==> src/hdl/wgen_pkg.sv <==
package wgen_pkg;
  // ****************
  // register map
  // ****************
  localparam logic [15:0] OFS_FE_CTRL = 16'h2000;
  localparam logic [15:0] OFS_WAVE_CFG = 16'h2014;
  localparam logic [15:0] OFS_LEVEL_ONE = 16'h2018;
  localparam logic [15:0] OFS_LEVEL_TWO = 16'h201C;
  localparam logic [15:0] OFS_DELAY_ONE = 16'h2020;
  localparam logic [15:0] OFS_SLOPE_ONE = 16'h2024;
  localparam logic [15:0] OFS_DELAY_TWO = 16'h2028;
  localparam logic [15:0] OFS_SLOPE_TWO = 16'h202C;
  localparam logic [15:0] OFS_FREQ_WORD = 16'h2030;
  localparam logic [15:0] OFS_PHASE_OFS = 16'h2034;
  localparam logic [15:0] OFS_DC_OFS = 16'h2038;
  localparam logic [15:0] OFS_AMPLITUDE = 16'h203C;
  localparam logic [15:0] OFS_LP_CTRL = 16'h2040;
  localparam logic [15:0] OFS_FAST_CODE = 16'h2044;
  localparam logic [15:0] OFS_GAIN_CORR = 16'h2048;
  localparam logic [15:0] OFS_OFFSET_CORR = 16'h204C;
  localparam logic [15:0] OFS_STATUS = 16'h2050;
  // ****************
  // fields and reset values
  // ****************
  localparam int RUN_BIT = 0;
  localparam int RESTART_BIT = 0;
  localparam int TYPE_LSB = 1;
  localparam int OFS_CAL_BIT = 4;
  localparam int GAIN_CAL_BIT = 5;
  localparam int LP_SEL_BIT = 6;
  localparam int STATUS_RUN_BIT = 12;
  localparam logic [1:0] TYPE_DIRECT = 2'h0;
  localparam logic [1:0] TYPE_SINE = 2'h2;
  localparam logic [1:0] TYPE_TRAP = 2'h3;
  localparam logic CAL_RST = 1'b1;
  localparam logic [13:0] GAIN_RST = 14'h2000;
  localparam logic [11:0] DAC_MID = 12'h800;
  // ****************
  // timing
  // ****************
  localparam int CLK_HZ = 200_000_000;
  localparam int ACLK_HZ = 16_000_000;
  localparam int TRAP_TICK_HZ = 320_000;
  localparam int TRAP_TICK_CYC = CLK_HZ / TRAP_TICK_HZ;
  localparam int ACLK_NUM = ACLK_HZ / 1000;
  localparam int ACLK_DEN = CLK_HZ / 1000;
  localparam int ACC_W = 30;
  localparam int GAIN_FRAC = 13;
  localparam int AMP_FRAC = 11;
  typedef enum logic [1:0] {TRAP_DELAY1, TRAP_SLOPE1, TRAP_DELAY2, TRAP_SLOPE2} wgen_trap_t;
endpackage : wgen_pkg

==> src/hdl/wgen_sine.sv <==
`timescale 1ns/100ps
module wgen_sine
  import wgen_pkg::*;
(
  input wire logic pclk,
  input wire logic presetn,
  input wire logic [5:0] phase,
  output logic signed [11:0] sine
);
  logic [10:0] mag;
  logic signed [11:0] next_sine;
  // quarter wave at half-step offsets so the mirror needs no extra entry
  function automatic logic [10:0] quarter(input logic [3:0] i);
    case (i)
      4'h0: quarter = 11'h064;
      4'h1: quarter = 11'h12C;
      4'h2: quarter = 11'h1F1;
      4'h3: quarter = 11'h2B2;
      4'h4: quarter = 11'h36B;
      4'h5: quarter = 11'h41C;
      4'h6: quarter = 11'h4C3;
      4'h7: quarter = 11'h55F;
      4'h8: quarter = 11'h5ED;
      4'h9: quarter = 11'h66C;
      4'hA: quarter = 11'h6DC;
      4'hB: quarter = 11'h73A;
      4'hC: quarter = 11'h787;
      4'hD: quarter = 11'h7C2;
      4'hE: quarter = 11'h7E9;
      default: quarter = 11'h7FD;
    endcase
  endfunction : quarter
  always_comb begin
    mag = quarter(phase[4] ? ~phase[3:0] : phase[3:0]);
    next_sine = phase[5] ? -$signed({1'b0, mag}) : $signed({1'b0, mag});
  end
  always_ff @(posedge pclk or negedge presetn) begin
    if (!presetn) begin
      sine <= '0;
    end else begin
      sine <= next_sine;
    end
  end
endmodule : wgen_sine

==> src/hdl/wgen_tick.sv <==
`timescale 1ns/100ps
module wgen_tick
  import wgen_pkg::*;
#(
  parameter int NUM = 1,
  parameter int DEN = 2
) (
  input wire logic pclk,
  input wire logic presetn,
  input wire logic clear,
  output logic tick
);
  localparam int W = $clog2(DEN + NUM) + 1;
  logic [W-1:0] acc;
  logic [W-1:0] next_acc;
  logic [W-1:0] sum;
  logic next_tick;
  // fractional step keeps the long-run rate exact when DEN is no multiple of NUM
  always_comb begin
    sum = acc + W'(NUM);
    next_acc = sum;
    next_tick = 1'b0;
    if (clear) begin
      next_acc = '0;
    end else if (sum >= W'(DEN)) begin
      next_acc = sum - W'(DEN);
      next_tick = 1'b1;
    end
  end
  always_ff @(posedge pclk or negedge presetn) begin
    if (!presetn) begin
      acc <= '0;
      tick <= 1'b0;
    end else begin
      acc <= next_acc;
      tick <= next_tick;
    end
  end
endmodule : wgen_tick

==> src/hdl/wgen_top.sv <==
// Our own choice: register access over APB.
`timescale 1ns/100ps
module wgen_top
  import wgen_pkg::*;
(
  input wire logic pclk,
  input wire logic presetn,
  input wire logic psel,
  input wire logic penable,
  input wire logic pwrite,
  input wire logic [15:0] paddr,
  input wire logic [31:0] pwdata,
  output logic [31:0] prdata,
  output logic pready,
  output logic pslverr,
  output logic [11:0] hs_dac_code,
  output logic hs_dac_load,
  output logic [11:0] lp_dac_code,
  output logic lp_dac_load
);
  logic run_en, lp_sel, gain_cal, ofs_cal;
  logic next_run, next_lp_sel, next_gain_cal, next_ofs_cal;
  logic [1:0] wave_type, next_type;
  logic [11:0] lvl_one, lvl_two, fast_code, dc_ofs, ofs_corr;
  logic [11:0] next_lvl_one, next_lvl_two, next_fast_code, next_dc_ofs, next_ofs_corr;
  logic [19:0] dly_one, dly_two, slp_one, slp_two, phase_ofs;
  logic [19:0] next_dly_one, next_dly_two, next_slp_one, next_slp_two, next_phase_ofs;
  logic [23:0] freq_word, next_freq_word;
  logic [10:0] amplitude, next_amplitude;
  logic [13:0] gain_corr, next_gain_corr;
  logic [31:0] rdata, next_prdata;
  logic wr, hit, cfg_wr, fe_wr, phase_load, trap_load, trap_go, aclk_tick, trap_tick;

  // ****************
  // apb slave
  // ****************
  assign wr = psel && penable && pwrite;
  assign cfg_wr = wr && paddr == OFS_WAVE_CFG;
  assign fe_wr = wr && paddr == OFS_FE_CTRL;
  assign pready = 1'b1;
  assign pslverr = psel && penable && !hit;

  logic [11:0] out_code;
  always_comb begin
    rdata = '0;
    hit = 1'b1;
    case (paddr)
      OFS_FE_CTRL: rdata[RUN_BIT] = run_en;
      OFS_WAVE_CFG: begin
        rdata[GAIN_CAL_BIT] = gain_cal;
        rdata[OFS_CAL_BIT] = ofs_cal;
        rdata[TYPE_LSB +: 2] = wave_type;
      end
      OFS_LEVEL_ONE: rdata[11:0] = lvl_one;
      OFS_LEVEL_TWO: rdata[11:0] = lvl_two;
      OFS_DELAY_ONE: rdata[19:0] = dly_one;
      OFS_SLOPE_ONE: rdata[19:0] = slp_one;
      OFS_DELAY_TWO: rdata[19:0] = dly_two;
      OFS_SLOPE_TWO: rdata[19:0] = slp_two;
      OFS_FREQ_WORD: rdata[23:0] = freq_word;
      OFS_PHASE_OFS: rdata[19:0] = phase_ofs;
      OFS_DC_OFS: rdata[11:0] = dc_ofs;
      OFS_AMPLITUDE: rdata[10:0] = amplitude;
      OFS_LP_CTRL: rdata[LP_SEL_BIT] = lp_sel;
      OFS_FAST_CODE: rdata[11:0] = fast_code;
      OFS_GAIN_CORR: rdata[13:0] = gain_corr;
      OFS_OFFSET_CORR: rdata[11:0] = ofs_corr;
      OFS_STATUS: rdata[STATUS_RUN_BIT:0] = {run_en, out_code};
      default: hit = 1'b0;
    endcase
    // read data is caught in the setup cycle so the access phase needs no wait
    next_prdata = (psel && !penable && !pwrite) ? rdata : prdata;
  end

  always_comb begin
    next_run = run_en;
    next_type = wave_type;
    next_gain_cal = gain_cal;
    next_ofs_cal = ofs_cal;
    next_lp_sel = lp_sel;
    next_lvl_one = lvl_one;
    next_lvl_two = lvl_two;
    next_dly_one = dly_one;
    next_dly_two = dly_two;
    next_slp_one = slp_one;
    next_slp_two = slp_two;
    next_freq_word = freq_word;
    next_phase_ofs = phase_ofs;
    next_dc_ofs = dc_ofs;
    next_amplitude = amplitude;
    next_fast_code = fast_code;
    next_gain_corr = gain_corr;
    next_ofs_corr = ofs_corr;
    if (wr) begin
      case (paddr)
        OFS_FE_CTRL: next_run = pwdata[RUN_BIT];
        OFS_WAVE_CFG: begin
          next_type = pwdata[TYPE_LSB +: 2];
          next_gain_cal = pwdata[GAIN_CAL_BIT];
          next_ofs_cal = pwdata[OFS_CAL_BIT];
          if (pwdata[TYPE_LSB + 1]) next_run = 1'b1;
        end
        OFS_LEVEL_ONE: next_lvl_one = pwdata[11:0];
        OFS_LEVEL_TWO: next_lvl_two = pwdata[11:0];
        OFS_DELAY_ONE: next_dly_one = pwdata[19:0];
        OFS_SLOPE_ONE: next_slp_one = pwdata[19:0];
        OFS_DELAY_TWO: next_dly_two = pwdata[19:0];
        OFS_SLOPE_TWO: next_slp_two = pwdata[19:0];
        OFS_FREQ_WORD: next_freq_word = pwdata[23:0];
        OFS_PHASE_OFS: next_phase_ofs = pwdata[19:0];
        OFS_DC_OFS: next_dc_ofs = pwdata[11:0];
        OFS_AMPLITUDE: next_amplitude = pwdata[10:0];
        OFS_LP_CTRL: next_lp_sel = pwdata[LP_SEL_BIT];
        OFS_FAST_CODE: next_fast_code = pwdata[11:0];
        OFS_GAIN_CORR: next_gain_corr = pwdata[13:0];
        OFS_OFFSET_CORR: next_ofs_corr = pwdata[11:0];
        default: ;
      endcase
    end
  end

  always_ff @(posedge pclk or negedge presetn) begin
    if (!presetn) begin
      prdata <= '0;
      run_en <= 1'b0;
      wave_type <= TYPE_DIRECT;
      gain_cal <= CAL_RST;
      ofs_cal <= CAL_RST;
      lp_sel <= 1'b0;
      {lvl_one, lvl_two, dc_ofs, fast_code, ofs_corr} <= '0;
      {dly_one, dly_two, slp_one, slp_two, phase_ofs} <= '0;
      freq_word <= '0;
      amplitude <= '0;
      gain_corr <= GAIN_RST;
    end else begin
      prdata <= next_prdata;
      run_en <= next_run;
      wave_type <= next_type;
      gain_cal <= next_gain_cal;
      ofs_cal <= next_ofs_cal;
      lp_sel <= next_lp_sel;
      {lvl_one, lvl_two, dc_ofs, fast_code, ofs_corr} <=
        {next_lvl_one, next_lvl_two, next_dc_ofs, next_fast_code, next_ofs_corr};
      {dly_one, dly_two, slp_one, slp_two, phase_ofs} <=
        {next_dly_one, next_dly_two, next_slp_one, next_slp_two, next_phase_ofs};
      freq_word <= next_freq_word;
      amplitude <= next_amplitude;
      gain_corr <= next_gain_corr;
    end
  end

  // a new type or a fresh enable restarts the source; same-type rewrites resume, and the restart bit restarts only the trapezoid source
  assign phase_load = (cfg_wr && next_type != wave_type) || (next_run && !run_en);
  assign trap_load = phase_load || (cfg_wr && pwdata[RESTART_BIT]);
  assign trap_go = run_en && wave_type == TYPE_TRAP;

  wgen_tick #(.NUM(ACLK_NUM), .DEN(ACLK_DEN)) u_aclk (
    .pclk(pclk), .presetn(presetn), .clear(phase_load), .tick(aclk_tick));
  wgen_tick #(.NUM(1), .DEN(TRAP_TICK_CYC)) u_trap_tick (
    .pclk(pclk), .presetn(presetn), .clear(trap_load), .tick(trap_tick));

  // ****************
  // sine source
  // ****************
  logic [ACC_W-1:0] acc, next_acc;
  logic signed [11:0] sine_val;
  logic signed [23:0] prod;
  logic [11:0] sine_code;
  wgen_sine u_sine (.pclk(pclk), .presetn(presetn), .phase(acc[ACC_W-1 -: 6]), .sine(sine_val));

  function automatic logic [11:0] clamp12(input logic signed [15:0] v);
    if (v < 16'sh0000) clamp12 = 12'h000;
    else if (v > 16'sh0FFF) clamp12 = 12'hFFF;
    else clamp12 = v[11:0];
  endfunction : clamp12

  always_comb begin
    next_acc = acc;
    if (phase_load) next_acc = {phase_ofs, 10'h000};
    else if (run_en && wave_type == TYPE_SINE && aclk_tick) next_acc = acc + {6'h00, freq_word};
    prod = sine_val * $signed({1'b0, amplitude});
    sine_code = clamp12($signed({4'h0, DAC_MID}) + 16'($signed(dc_ofs)) + 16'(prod >>> AMP_FRAC));
  end
  always_ff @(posedge pclk or negedge presetn) begin
    if (!presetn) acc <= '0;
    else acc <= next_acc;
  end

  // ****************
  // trapezoid source
  // ****************
  wgen_trap_t trap_st, next_st;
  logic [19:0] trap_cnt, next_cnt, seg_len, step, div_den, next_den;
  logic [11:0] mag, div_q, next_q, div_base, next_base;
  logic [31:0] div_rem, next_rem;
  logic [32:0] shd;
  logic [3:0] div_bit, next_bit;
  logic div_busy, next_busy, div_up, next_up, seg_end;

  always_comb begin
    next_st = trap_st;
    next_cnt = trap_cnt;
    next_busy = div_busy;
    next_bit = div_bit;
    next_rem = div_rem;
    next_q = div_q;
    next_den = div_den;
    next_base = div_base;
    next_up = div_up;
    case (trap_st)
      TRAP_DELAY1: seg_len = dly_one;
      TRAP_SLOPE1: seg_len = slp_one;
      TRAP_DELAY2: seg_len = dly_two;
      default: seg_len = slp_two;
    endcase
    seg_end = {1'b0, trap_cnt} + 21'h1 >= {1'b0, seg_len};
    step = trap_cnt + 20'h1;
    mag = (lvl_two >= lvl_one) ? lvl_two - lvl_one : lvl_one - lvl_two;
    // long division: one quotient bit per clock, far inside one update tick
    shd = {13'h0, div_den} << div_bit;
    if (div_busy) begin
      if ({1'b0, div_rem} >= shd) begin
        next_rem = div_rem - shd[31:0];
        next_q[div_bit] = 1'b1;
      end
      next_bit = div_bit - 4'h1;
      if (div_bit == 4'h0) next_busy = 1'b0;
    end
    if (trap_load) begin
      next_st = TRAP_DELAY1;
      next_cnt = '0;
      next_busy = 1'b0;
    end else if (trap_go && trap_tick) begin
      if (trap_st == TRAP_SLOPE1 || trap_st == TRAP_SLOPE2) begin
        next_busy = 1'b1;
        next_bit = 4'hB;
        next_rem = {20'h0, mag} * {12'h0, step};
        next_q = '0;
        next_den = seg_len;
        next_up = (trap_st == TRAP_SLOPE1) == (lvl_two >= lvl_one);
        next_base = (trap_st == TRAP_SLOPE1) ? lvl_one : lvl_two;
      end
      if (seg_end) begin
        next_cnt = '0;
        case (trap_st)
          TRAP_DELAY1: next_st = (slp_one == 20'h0) ? TRAP_DELAY2 : TRAP_SLOPE1;
          TRAP_SLOPE1: next_st = TRAP_DELAY2;
          TRAP_DELAY2: next_st = (slp_two == 20'h0) ? TRAP_DELAY1 : TRAP_SLOPE2;
          TRAP_SLOPE2: next_st = TRAP_DELAY1;
          default: next_st = TRAP_DELAY1;
        endcase
      end else begin
        next_cnt = step;
      end
    end
  end
  always_ff @(posedge pclk or negedge presetn) begin
    if (!presetn) begin
      trap_st <= TRAP_DELAY1;
      {trap_cnt, div_den} <= '0;
      {div_q, div_base} <= '0;
      div_rem <= '0;
      div_bit <= '0;
      {div_busy, div_up} <= '0;
    end else begin
      trap_st <= next_st;
      {trap_cnt, div_den} <= {next_cnt, next_den};
      {div_q, div_base} <= {next_q, next_base};
      div_rem <= next_rem;
      div_bit <= next_bit;
      {div_busy, div_up} <= {next_busy, next_up};
    end
  end

  // ****************
  // source select, correction, routing
  // ****************
  logic [11:0] raw, next_raw, next_out;
  logic raw_new, next_raw_new, next_hs_load, next_lp_load;
  logic signed [12:0] dev;
  logic signed [27:0] gprod;
  logic signed [15:0] adj;

  always_comb begin
    next_raw = raw;
    next_raw_new = 1'b1;
    // only direct-mode fast-code writes update while disabled, so otherwise the converter keeps its last code
    if (trap_load && next_type == TYPE_TRAP) next_raw = lvl_one;
    else if (wr && paddr == OFS_FAST_CODE && wave_type == TYPE_DIRECT) next_raw = pwdata[11:0];
    else if (run_en && wave_type == TYPE_SINE && aclk_tick) next_raw = sine_code;
    else if (trap_go && div_busy && div_bit == 4'h0) next_raw = div_up ? div_base + next_q : div_base - next_q;
    else if (trap_go && trap_tick && seg_end && next_st == TRAP_DELAY1) next_raw = lvl_one;
    else if (trap_go && trap_tick && seg_end && next_st == TRAP_DELAY2) next_raw = lvl_two;
    else next_raw_new = 1'b0;
    dev = $signed({1'b0, raw}) - $signed({1'b0, DAC_MID});
    gprod = dev * $signed({1'b0, gain_corr});
    adj = gain_cal ? 16'(gprod >>> GAIN_FRAC) : 16'(dev);
    adj = adj + $signed({4'h0, DAC_MID}) + (ofs_cal ? 16'($signed(ofs_corr)) : 16'sh0000);
    next_out = raw_new ? clamp12(adj) : out_code;
    next_hs_load = raw_new && !lp_sel;
    next_lp_load = raw_new && lp_sel;
  end
  always_ff @(posedge pclk or negedge presetn) begin
    if (!presetn) begin
      raw <= DAC_MID;
      raw_new <= 1'b0;
      out_code <= DAC_MID;
      hs_dac_load <= 1'b0;
      lp_dac_load <= 1'b0;
    end else begin
      raw <= next_raw;
      raw_new <= next_raw_new;
      out_code <= next_out;
      hs_dac_load <= next_hs_load;
      lp_dac_load <= next_lp_load;
    end
  end
  assign hs_dac_code = out_code;
  assign lp_dac_code = out_code;
endmodule : wgen_top
==> config.mk <==
export PLATFORM = sky130hd
export DESIGN_NAME = wgen_top
export DESIGN_NICKNAME = d
export VERILOG_FILES = /design/src/hdl/wgen_pkg.sv /design/src/hdl/wgen_sine.sv /design/src/hdl/wgen_tick.sv /design/src/hdl/wgen_top.sv
export SDC_FILE = /design/constraint.sdc
export NUM_CORES = 2
export LEC_CHECK = 0
export ABC_AREA = 0
export ABC_CLOCK_PERIOD_IN_PS = 26600
export BUFFER_PORTS_ARGS = -buffer_cell sky130_fd_sc_hd__clkbuf_2
export CORE_ASPECT_RATIO = 0.6
export CORE_UTILIZATION = 40
export CTS_BUF_LIST = sky130_fd_sc_hd__clkbuf_16
export CTS_CLUSTER_SIZE = 12
export DETAILED_ROUTE_END_ITERATION = 8
export GPL_ROUTABILITY_DRIVEN = 1
export HOLD_SLACK_MARGIN = 0.15
export RECOVER_POWER = 25
export SETUP_SLACK_MARGIN = 0.02
export SLEW_MARGIN = 20
export SYNTH_ARGS = -nofsm -noshare
export SYNTH_HDL_FRONTEND = slang
export SYNTH_HIERARCHICAL = 1
export SYNTH_SLANG_ARGS = --single-unit
export TNS_END_PERCENT = 100
==> constraint.sdc <==
create_clock -name pclk -period 26.6 [get_ports pclk]
set_input_delay 3.99 -clock pclk [delete_from_list [all_inputs] [get_ports pclk]]
set_output_delay 3.99 -clock pclk [all_outputs]
set_load 0.1 [all_outputs]
Word-level counts from Yosys, hierarchy flattened:

Memory sizes are Yosys's and may differ from the RTL's.
Index checks and enable logic that the tools add are counted.

* register bits after elaboration: 444
* bits in latches: 0
* RAM bits: 0
* ROM bits: 176
* input bits: 53
* output and inout port bits: 60
* memories: 1

* add/subtract/negate cells: 19
* multipliers: 3
* divide/modulo/power cells: 0
* magnitude comparators: 11
* eq/ne operators: 26
* shift-type cells: 1
* multiplexer cells: 81
* bitwise operators: 3
* reduce and logical (&&, ||, !) cells: 58

Memory list
* (no name shown): words 16, bits a word 11, read ports 1, clocked after memory_dff 0, wr ports 0, RTL line wgen_sine.sv:14 `case (i)`

Operators by type and width (number)
* 16-bit by 14-bit == test with 1-bit output (second input constant): 17
* 12-bit 2-to-1 mux: 19
* 32-bit 2-to-1 mux: 5
* 20-bit 2-to-1 mux: 3
* 30-bit 2-to-1 mux: 2
* 2-bit case mux with 15 select lines: 2
* 20-bit case mux with 3 select lines: 1
* 4-bit case mux with 14 select lines: 1
* 20-bit zero test: 2
* 19-bit 2-to-1 mux: 2
* 6-bit case mux with 6 select lines: 1
* 12-bit subtractor: 3
* 32-bit by 33-bit greater-or-equal comparator with 1-bit output: 1
* 20-bit by 4-bit << shifter with 33-bit output: 1
* 12-bit by 20-bit multiplier with 32-bit output: 1
* 16-bit 2-to-1 mux: 2
* 32-bit subtractor: 1
* 30-bit by 24-bit adder with 30-bit output: 1
* 1-bit case mux with 15 select lines: 2
* 2-bit AND reduction: 15
* 13-bit by 15-bit multiplier with 28-bit output: 1
* 1-bit logical AND: 24
* 12-bit by 12-bit multiplier with 24-bit output: 1
* 4-bit 2-to-1 mux: 6
* other kinds (49): 88

Depth between registers and ports, before layout:

* word-level depth: 16
* gate-level depth with buffers: 38
* mapped depth without buffers: 37

By module:

The synthesis kept the hierarchy.

By module, submodules not included
* wgen_top: instances 1, cells each 4826, area an instance 44186.1 µm², sequential area each 10015.9 µm²
* wgen_tick (u_aclk): instances 1, cells each 158, area an instance 1295.0 µm², sequential area each 350.3 µm²
* wgen_sine: instances 1, cells each 156, area an instance 1270.0 µm², sequential area each 300.3 µm²
* wgen_tick (u_trap_tick): instances 1, cells each 135, area an instance 1236.2 µm², sequential area each 300.3 µm²

Worst setup path before layout:

Ideal clock, no wire load.

* path kind: input to output
* from: in paddr[13]
* to: out pslverr
* data arrival time: 6300 ps
* data required time: 22610 ps
* slack: 16310 ps
* stages: 8
* path through: nor4b_2 > nand3_1 > nor3_2 > nand2_1 > nor2_1 > nor2_1 > nand4_1 > a21oi_1

* word-level cells in the longest chain between the ends: 5
* elaborated cells on any way between the ends: 21
* classes of those cells: eq/ne: 17; mux: 1; reduce/logical: 3

RTL lines
* start: declaration: RTL line wgen_top.sv:11 `input wire logic [15:0] paddr,`
* 16-bit by 14-bit == test with 1-bit output: RTL line wgen_top.sv:47 `case (paddr)`
* 17-bit OR reduction (no source line) *
* 1-bit 2-to-1 mux *: RTL line wgen_top.sv:47
* 1-bit zero test *: RTL line wgen_top.sv:41 `assign pslverr = psel && penable && !hit;`
* 1-bit logical AND *: RTL line wgen_top.sv:41
* end: declaration: RTL line wgen_top.sv:15 `output logic pslverr,`

Mark *: on every way between the ends. The rest lies on a longest branch, timed or not.

Final worst setup path:

* from: in paddr[12]
* to: out pslverr

The elaborated chain is that of the path after synthesis.

==> results.md <==
* Run status: finished with violations
* Violated checks: design-rule violations, max-capacitance violations, max-slew violations
* Hold_buf cts at 0
* Peak supply drop at approximately 47 µV
* Vias per std cell at 5.65
* Arrival time at the worst endpoint at 6.77 ns
* Critical path type: in2out
* Port Buffers at 95
* Normalized max-slew margin at -2.19
* Number of endpoints failing setup at the final stage at 0
* Drc violations at 4
* Setup slack of the most critical reg-to-reg path at 16.23 ns
* Core ar. at 119000 µm²
* Number of global-route vias before repair at 37900
* Via count at 38700
* Max Buffers Root-to-Sink at 3
* Die W at roughly 450 µm
* Total design power at 1990 µW
* Post-layout net count at 6098
* Remaining number of nets flagged by the antenna check after routing at 0
* Fin Clk Skew at 0.0372 ns
* Met2 WL at 56.2 mm
* Routed length on met1 at 75.8 mm
* Transition time of the tightest slew-check pin at 4.78 ns
* Worst reg2reg path startpoint: gain_corr[5]
* Critical Path Sink: pslverr
* Number of clock sinks at ~440
* Slew Viols, Final at 307
* Global Route Usage Sum at 0.250
* Combinational cell fraction of total power at 0.281
* Total clock buffers created by CTS at 47
* Worst hold margin at 0.477 ns
* Net Sw Power at slightly below 700 µW
* Number of post-CTS setup repair buffers at 0
* Half-perimeter wire length after placement at 119 mm
* Share of the clock period used by the worst path after layout at 0.404
* H-tree Lvls at 2
* Number of flops mapped to enable cells by yosys at 0
* Highest Signal Layer: met5
* Number of rows created at floorplan at 98
* Synth-to-layout area growth at 6.98%
* Height of the die at approximately 270 µm
* Share of async-settable or async-resettable flops after synthesis at 1.00
* Remaining Overflow, GRT at 0
* Category of the worst setup path launch point: primary input
* Number of antenna violations at the first check in global routing at 6
* RSZ-0062 raised after global routing: false
* Share of final-layout standard cells stronger than drive strength 1 at 0.104
* Metal3 WL at 17.6 mm
* Die footprint at 121000 µm²
* Initial cell density of the core at 0.403
* Cell area after technology mapping at 48000 µm²
* Part of the power in registers at 0.387
* Worst-skew pair later-pin latency at 0.63 ns
* Maximum fanout along the worst path at 7
* Hold crit path type: reg2reg
* Synthesized area per cell at 9.10 µm²
* Crit. End Element: output port
* Number of cells on the worst reg-to-reg path at 35
* Fraction of the core area covered by cells at the end of the flow at 0.431
* Sequential cell area fraction in the yosys report at 0.229
* Number of instances in the synthesized netlist at 5275
* Fraction of power spent switching nets at 0.350
* Internal power at 1290 µW
* Placer Congestion at ~0.97
* Fin crit period at 10.76 ns
* Static leakage at 0.0253 µW
* Endpoint of the most critical register-to-register path: hs_dac_code[1]
* Data required time of the worst path at around 23 ns
* Reported max-cap violation count at 5
* Io pins at approximately 110
* Final hold viol count at 0
* Number of DRC violations after detailed-routing iteration 0 at 3997
* Fmax achieved at 93.0 MHz
* Cells resized by post-CTS repair at 0
* Launch point of the worst hold path: prdata[23]
* 1st-pass router iterations at 9
* Fraction of power consumed by the clock network at 0.331
* Most used DFF post-synth: sky130_fd_sc_hd__dfrtp_1
* Clock-pin slew of the registers on the worst-case setup and hold paths at ~0.060 ns
* Drt total wl at 152 mm
* CTS tree: built
* Number of warning messages in the yosys log at 6
* Seq cells post-synth at 438
* Setup_tns at 0 ns
* Count of different cell masters after synthesis at ~120
* Clk root buf: sky130_fd_sc_hd__clkbuf_16
* Wire length of the first global-routing pass at 236 mm
* Pin count of the biggest net entering global routing at 84
* Startpoint of the most critical setup path: paddr[12]
* Final routed wire length divided by cell count at 22.2 µm
* Power density relative to cell area at between 30 and 40 nW/µm²
-- registers in the layout (all words and copies together) (netlist names), 20 cells and up --
register   flops
slp_one       20
freq_word     24
phase_ofs     20
div_den       20
trap_cnt      20
slp_two       20
div_rem       32
dly_two       20
prdata        24
acc           30
dly_one       20
-- layout make-up --
type | instances | area [µm²]
clock buffer | 48 | 1200
sequential | 438 | 11000
multi-input combinational | 3941 | 33600
inverter | 606 | 2280
tap | 1600 | 2000
antenna | 4 | 10.0
clock inverter | 35 | 272
timing repair buffer | 168 | 1030
fill | 11600 | 67700
-- metal layers --
| metal | GRT usage | vias to the layer above |
|---|---|---|
| met1 | 0.403 | 19200 |
| met3 | 0.0761 | 155 |
| met5 | 0 | - |
| met4 | 0.0420 | 2 |
| met2 | 0.321 | 1629 |
| li1 | - | 17700 |
-- synth_stat cells (all sizes together), types with 26 or more instances --
cell type  instances  share of area
mux2i             39         0.0081
o211ai            26         0.0045
a22o              39         0.0071
nor2b             70         0.0091
nor3              74         0.0079
xor2              73          0.013
a211oi            42         0.0070
fa               442           0.18
a22oi             39         0.0061
o21a              34         0.0053
ha               401           0.10
and3              35         0.0046
nand2b            59         0.0077
a31oi             38         0.0053
buf               75         0.0099
mux2             206          0.048
a21o              65          0.010
a21oi            247          0.026
clkbuf           222          0.017
nand4             38         0.0054
mux4              27          0.013
a221oi            47         0.0087
nand2            634          0.050
dfrtp            433           0.23
inv              594          0.046
nand3             77         0.0080
nor2             321          0.025
xnor2            133          0.024
and2             154          0.020
o21ai            251          0.026
-- critical path, stage by stage --
cell and delay [ns]:
sky130_fd_sc_hd__clkbuf_2 0.08, sky130_fd_sc_hd__nor4b_2 0.54, sky130_fd_sc_hd__nand3_1 0.34, sky130_fd_sc_hd__nor3_2 0.35, sky130_fd_sc_hd__nand2_1 0.23, sky130_fd_sc_hd__nor2_1 0.53, sky130_fd_sc_hd__nor2_1 0.10, sky130_fd_sc_hd__nand4_1 0.11
sky130_fd_sc_hd__a21oi_1 0.07, sky130_fd_sc_hd__clkbuf_2 0.41
-- cell usage in the layout (no fill, tap or decap), drive strengths merged, types with 18 or more instances in the layout --
master / count
a22oi: 39
mux2: 206
a211oi: 42
a21o: 65
and3: 35
o21ai: 251
or2: 21
a21oi: 247
o211ai: 26
nor2: 321
o21bai: 18
nand4: 38
buf: 69
nand3: 77
mux2i: 39
ha: 401
nor3b: 18
nor3: 74
nand2: 634
clkbuf: 147
o21a: 34
xnor2: 133
dfrtp: 433
nand2b: 59
o31ai: 25
mux4: 27
nor2b: 70
inv: 616
a22o: 39
a221oi: 47
xor2: 73
a31oi: 38
clkinv: 21
or3: 24
nor4: 25
and2: 154
fa: 442
-- cells by family after synthesis --
group / after synthesis / share of synthesized area
AND/OR/NAND/NOR: 1599 / 0.160
AO/OA/AOI/OAI: 1012 / 0.141
buffers and inverters: 903 / 0.0746
adder cells (fa/ha/maj): 843 / 0.289
flip-flops: 438 / 0.229
multiplexers: 272 / 0.0691
XOR/XNOR: 206 / 0.0379
other: 2 / 0.000156
-- worst min path at each step --
stage / endpoint / slack [ns] / cells past startpoint
2_1_floorplan: hs_dac_load / 0.43 / 1
3_3_place_gp: hs_dac_load / 0.46 / 1
3_5_place_dp: prdata[21] / 0.46 / 2
4_1_cts: hs_dac_load / 0.48 / 1
5_1_grt: prdata[20] / 0.51 / 2
6_report: prdata[23] / 0.48 / 2
-- power by group through the flow --
stage | clock network, µW | registers (µW) | logic [µW]
after floorplan | 0 | 748 | 458
after global placement | 0 | 780 | 539
after detailed placement | 0 | 780 | 549
after CTS | 667 | 769 | 552
after global routing | 693 | 777 | 625
final | 658 | 770 | 560
-- through the flow --
step	setup WS [ns]	cell area [µm²]	instances
CTS	15.89	51300	6834
global route	14.74	51300	6839
finish	15.84	51300	6840
global placement	15.92	49800	6751
detailed placement	15.90	49800	6751
floorplan	16.31	48000	5282
Note: power is estimated with default switching activity, not from simulation.
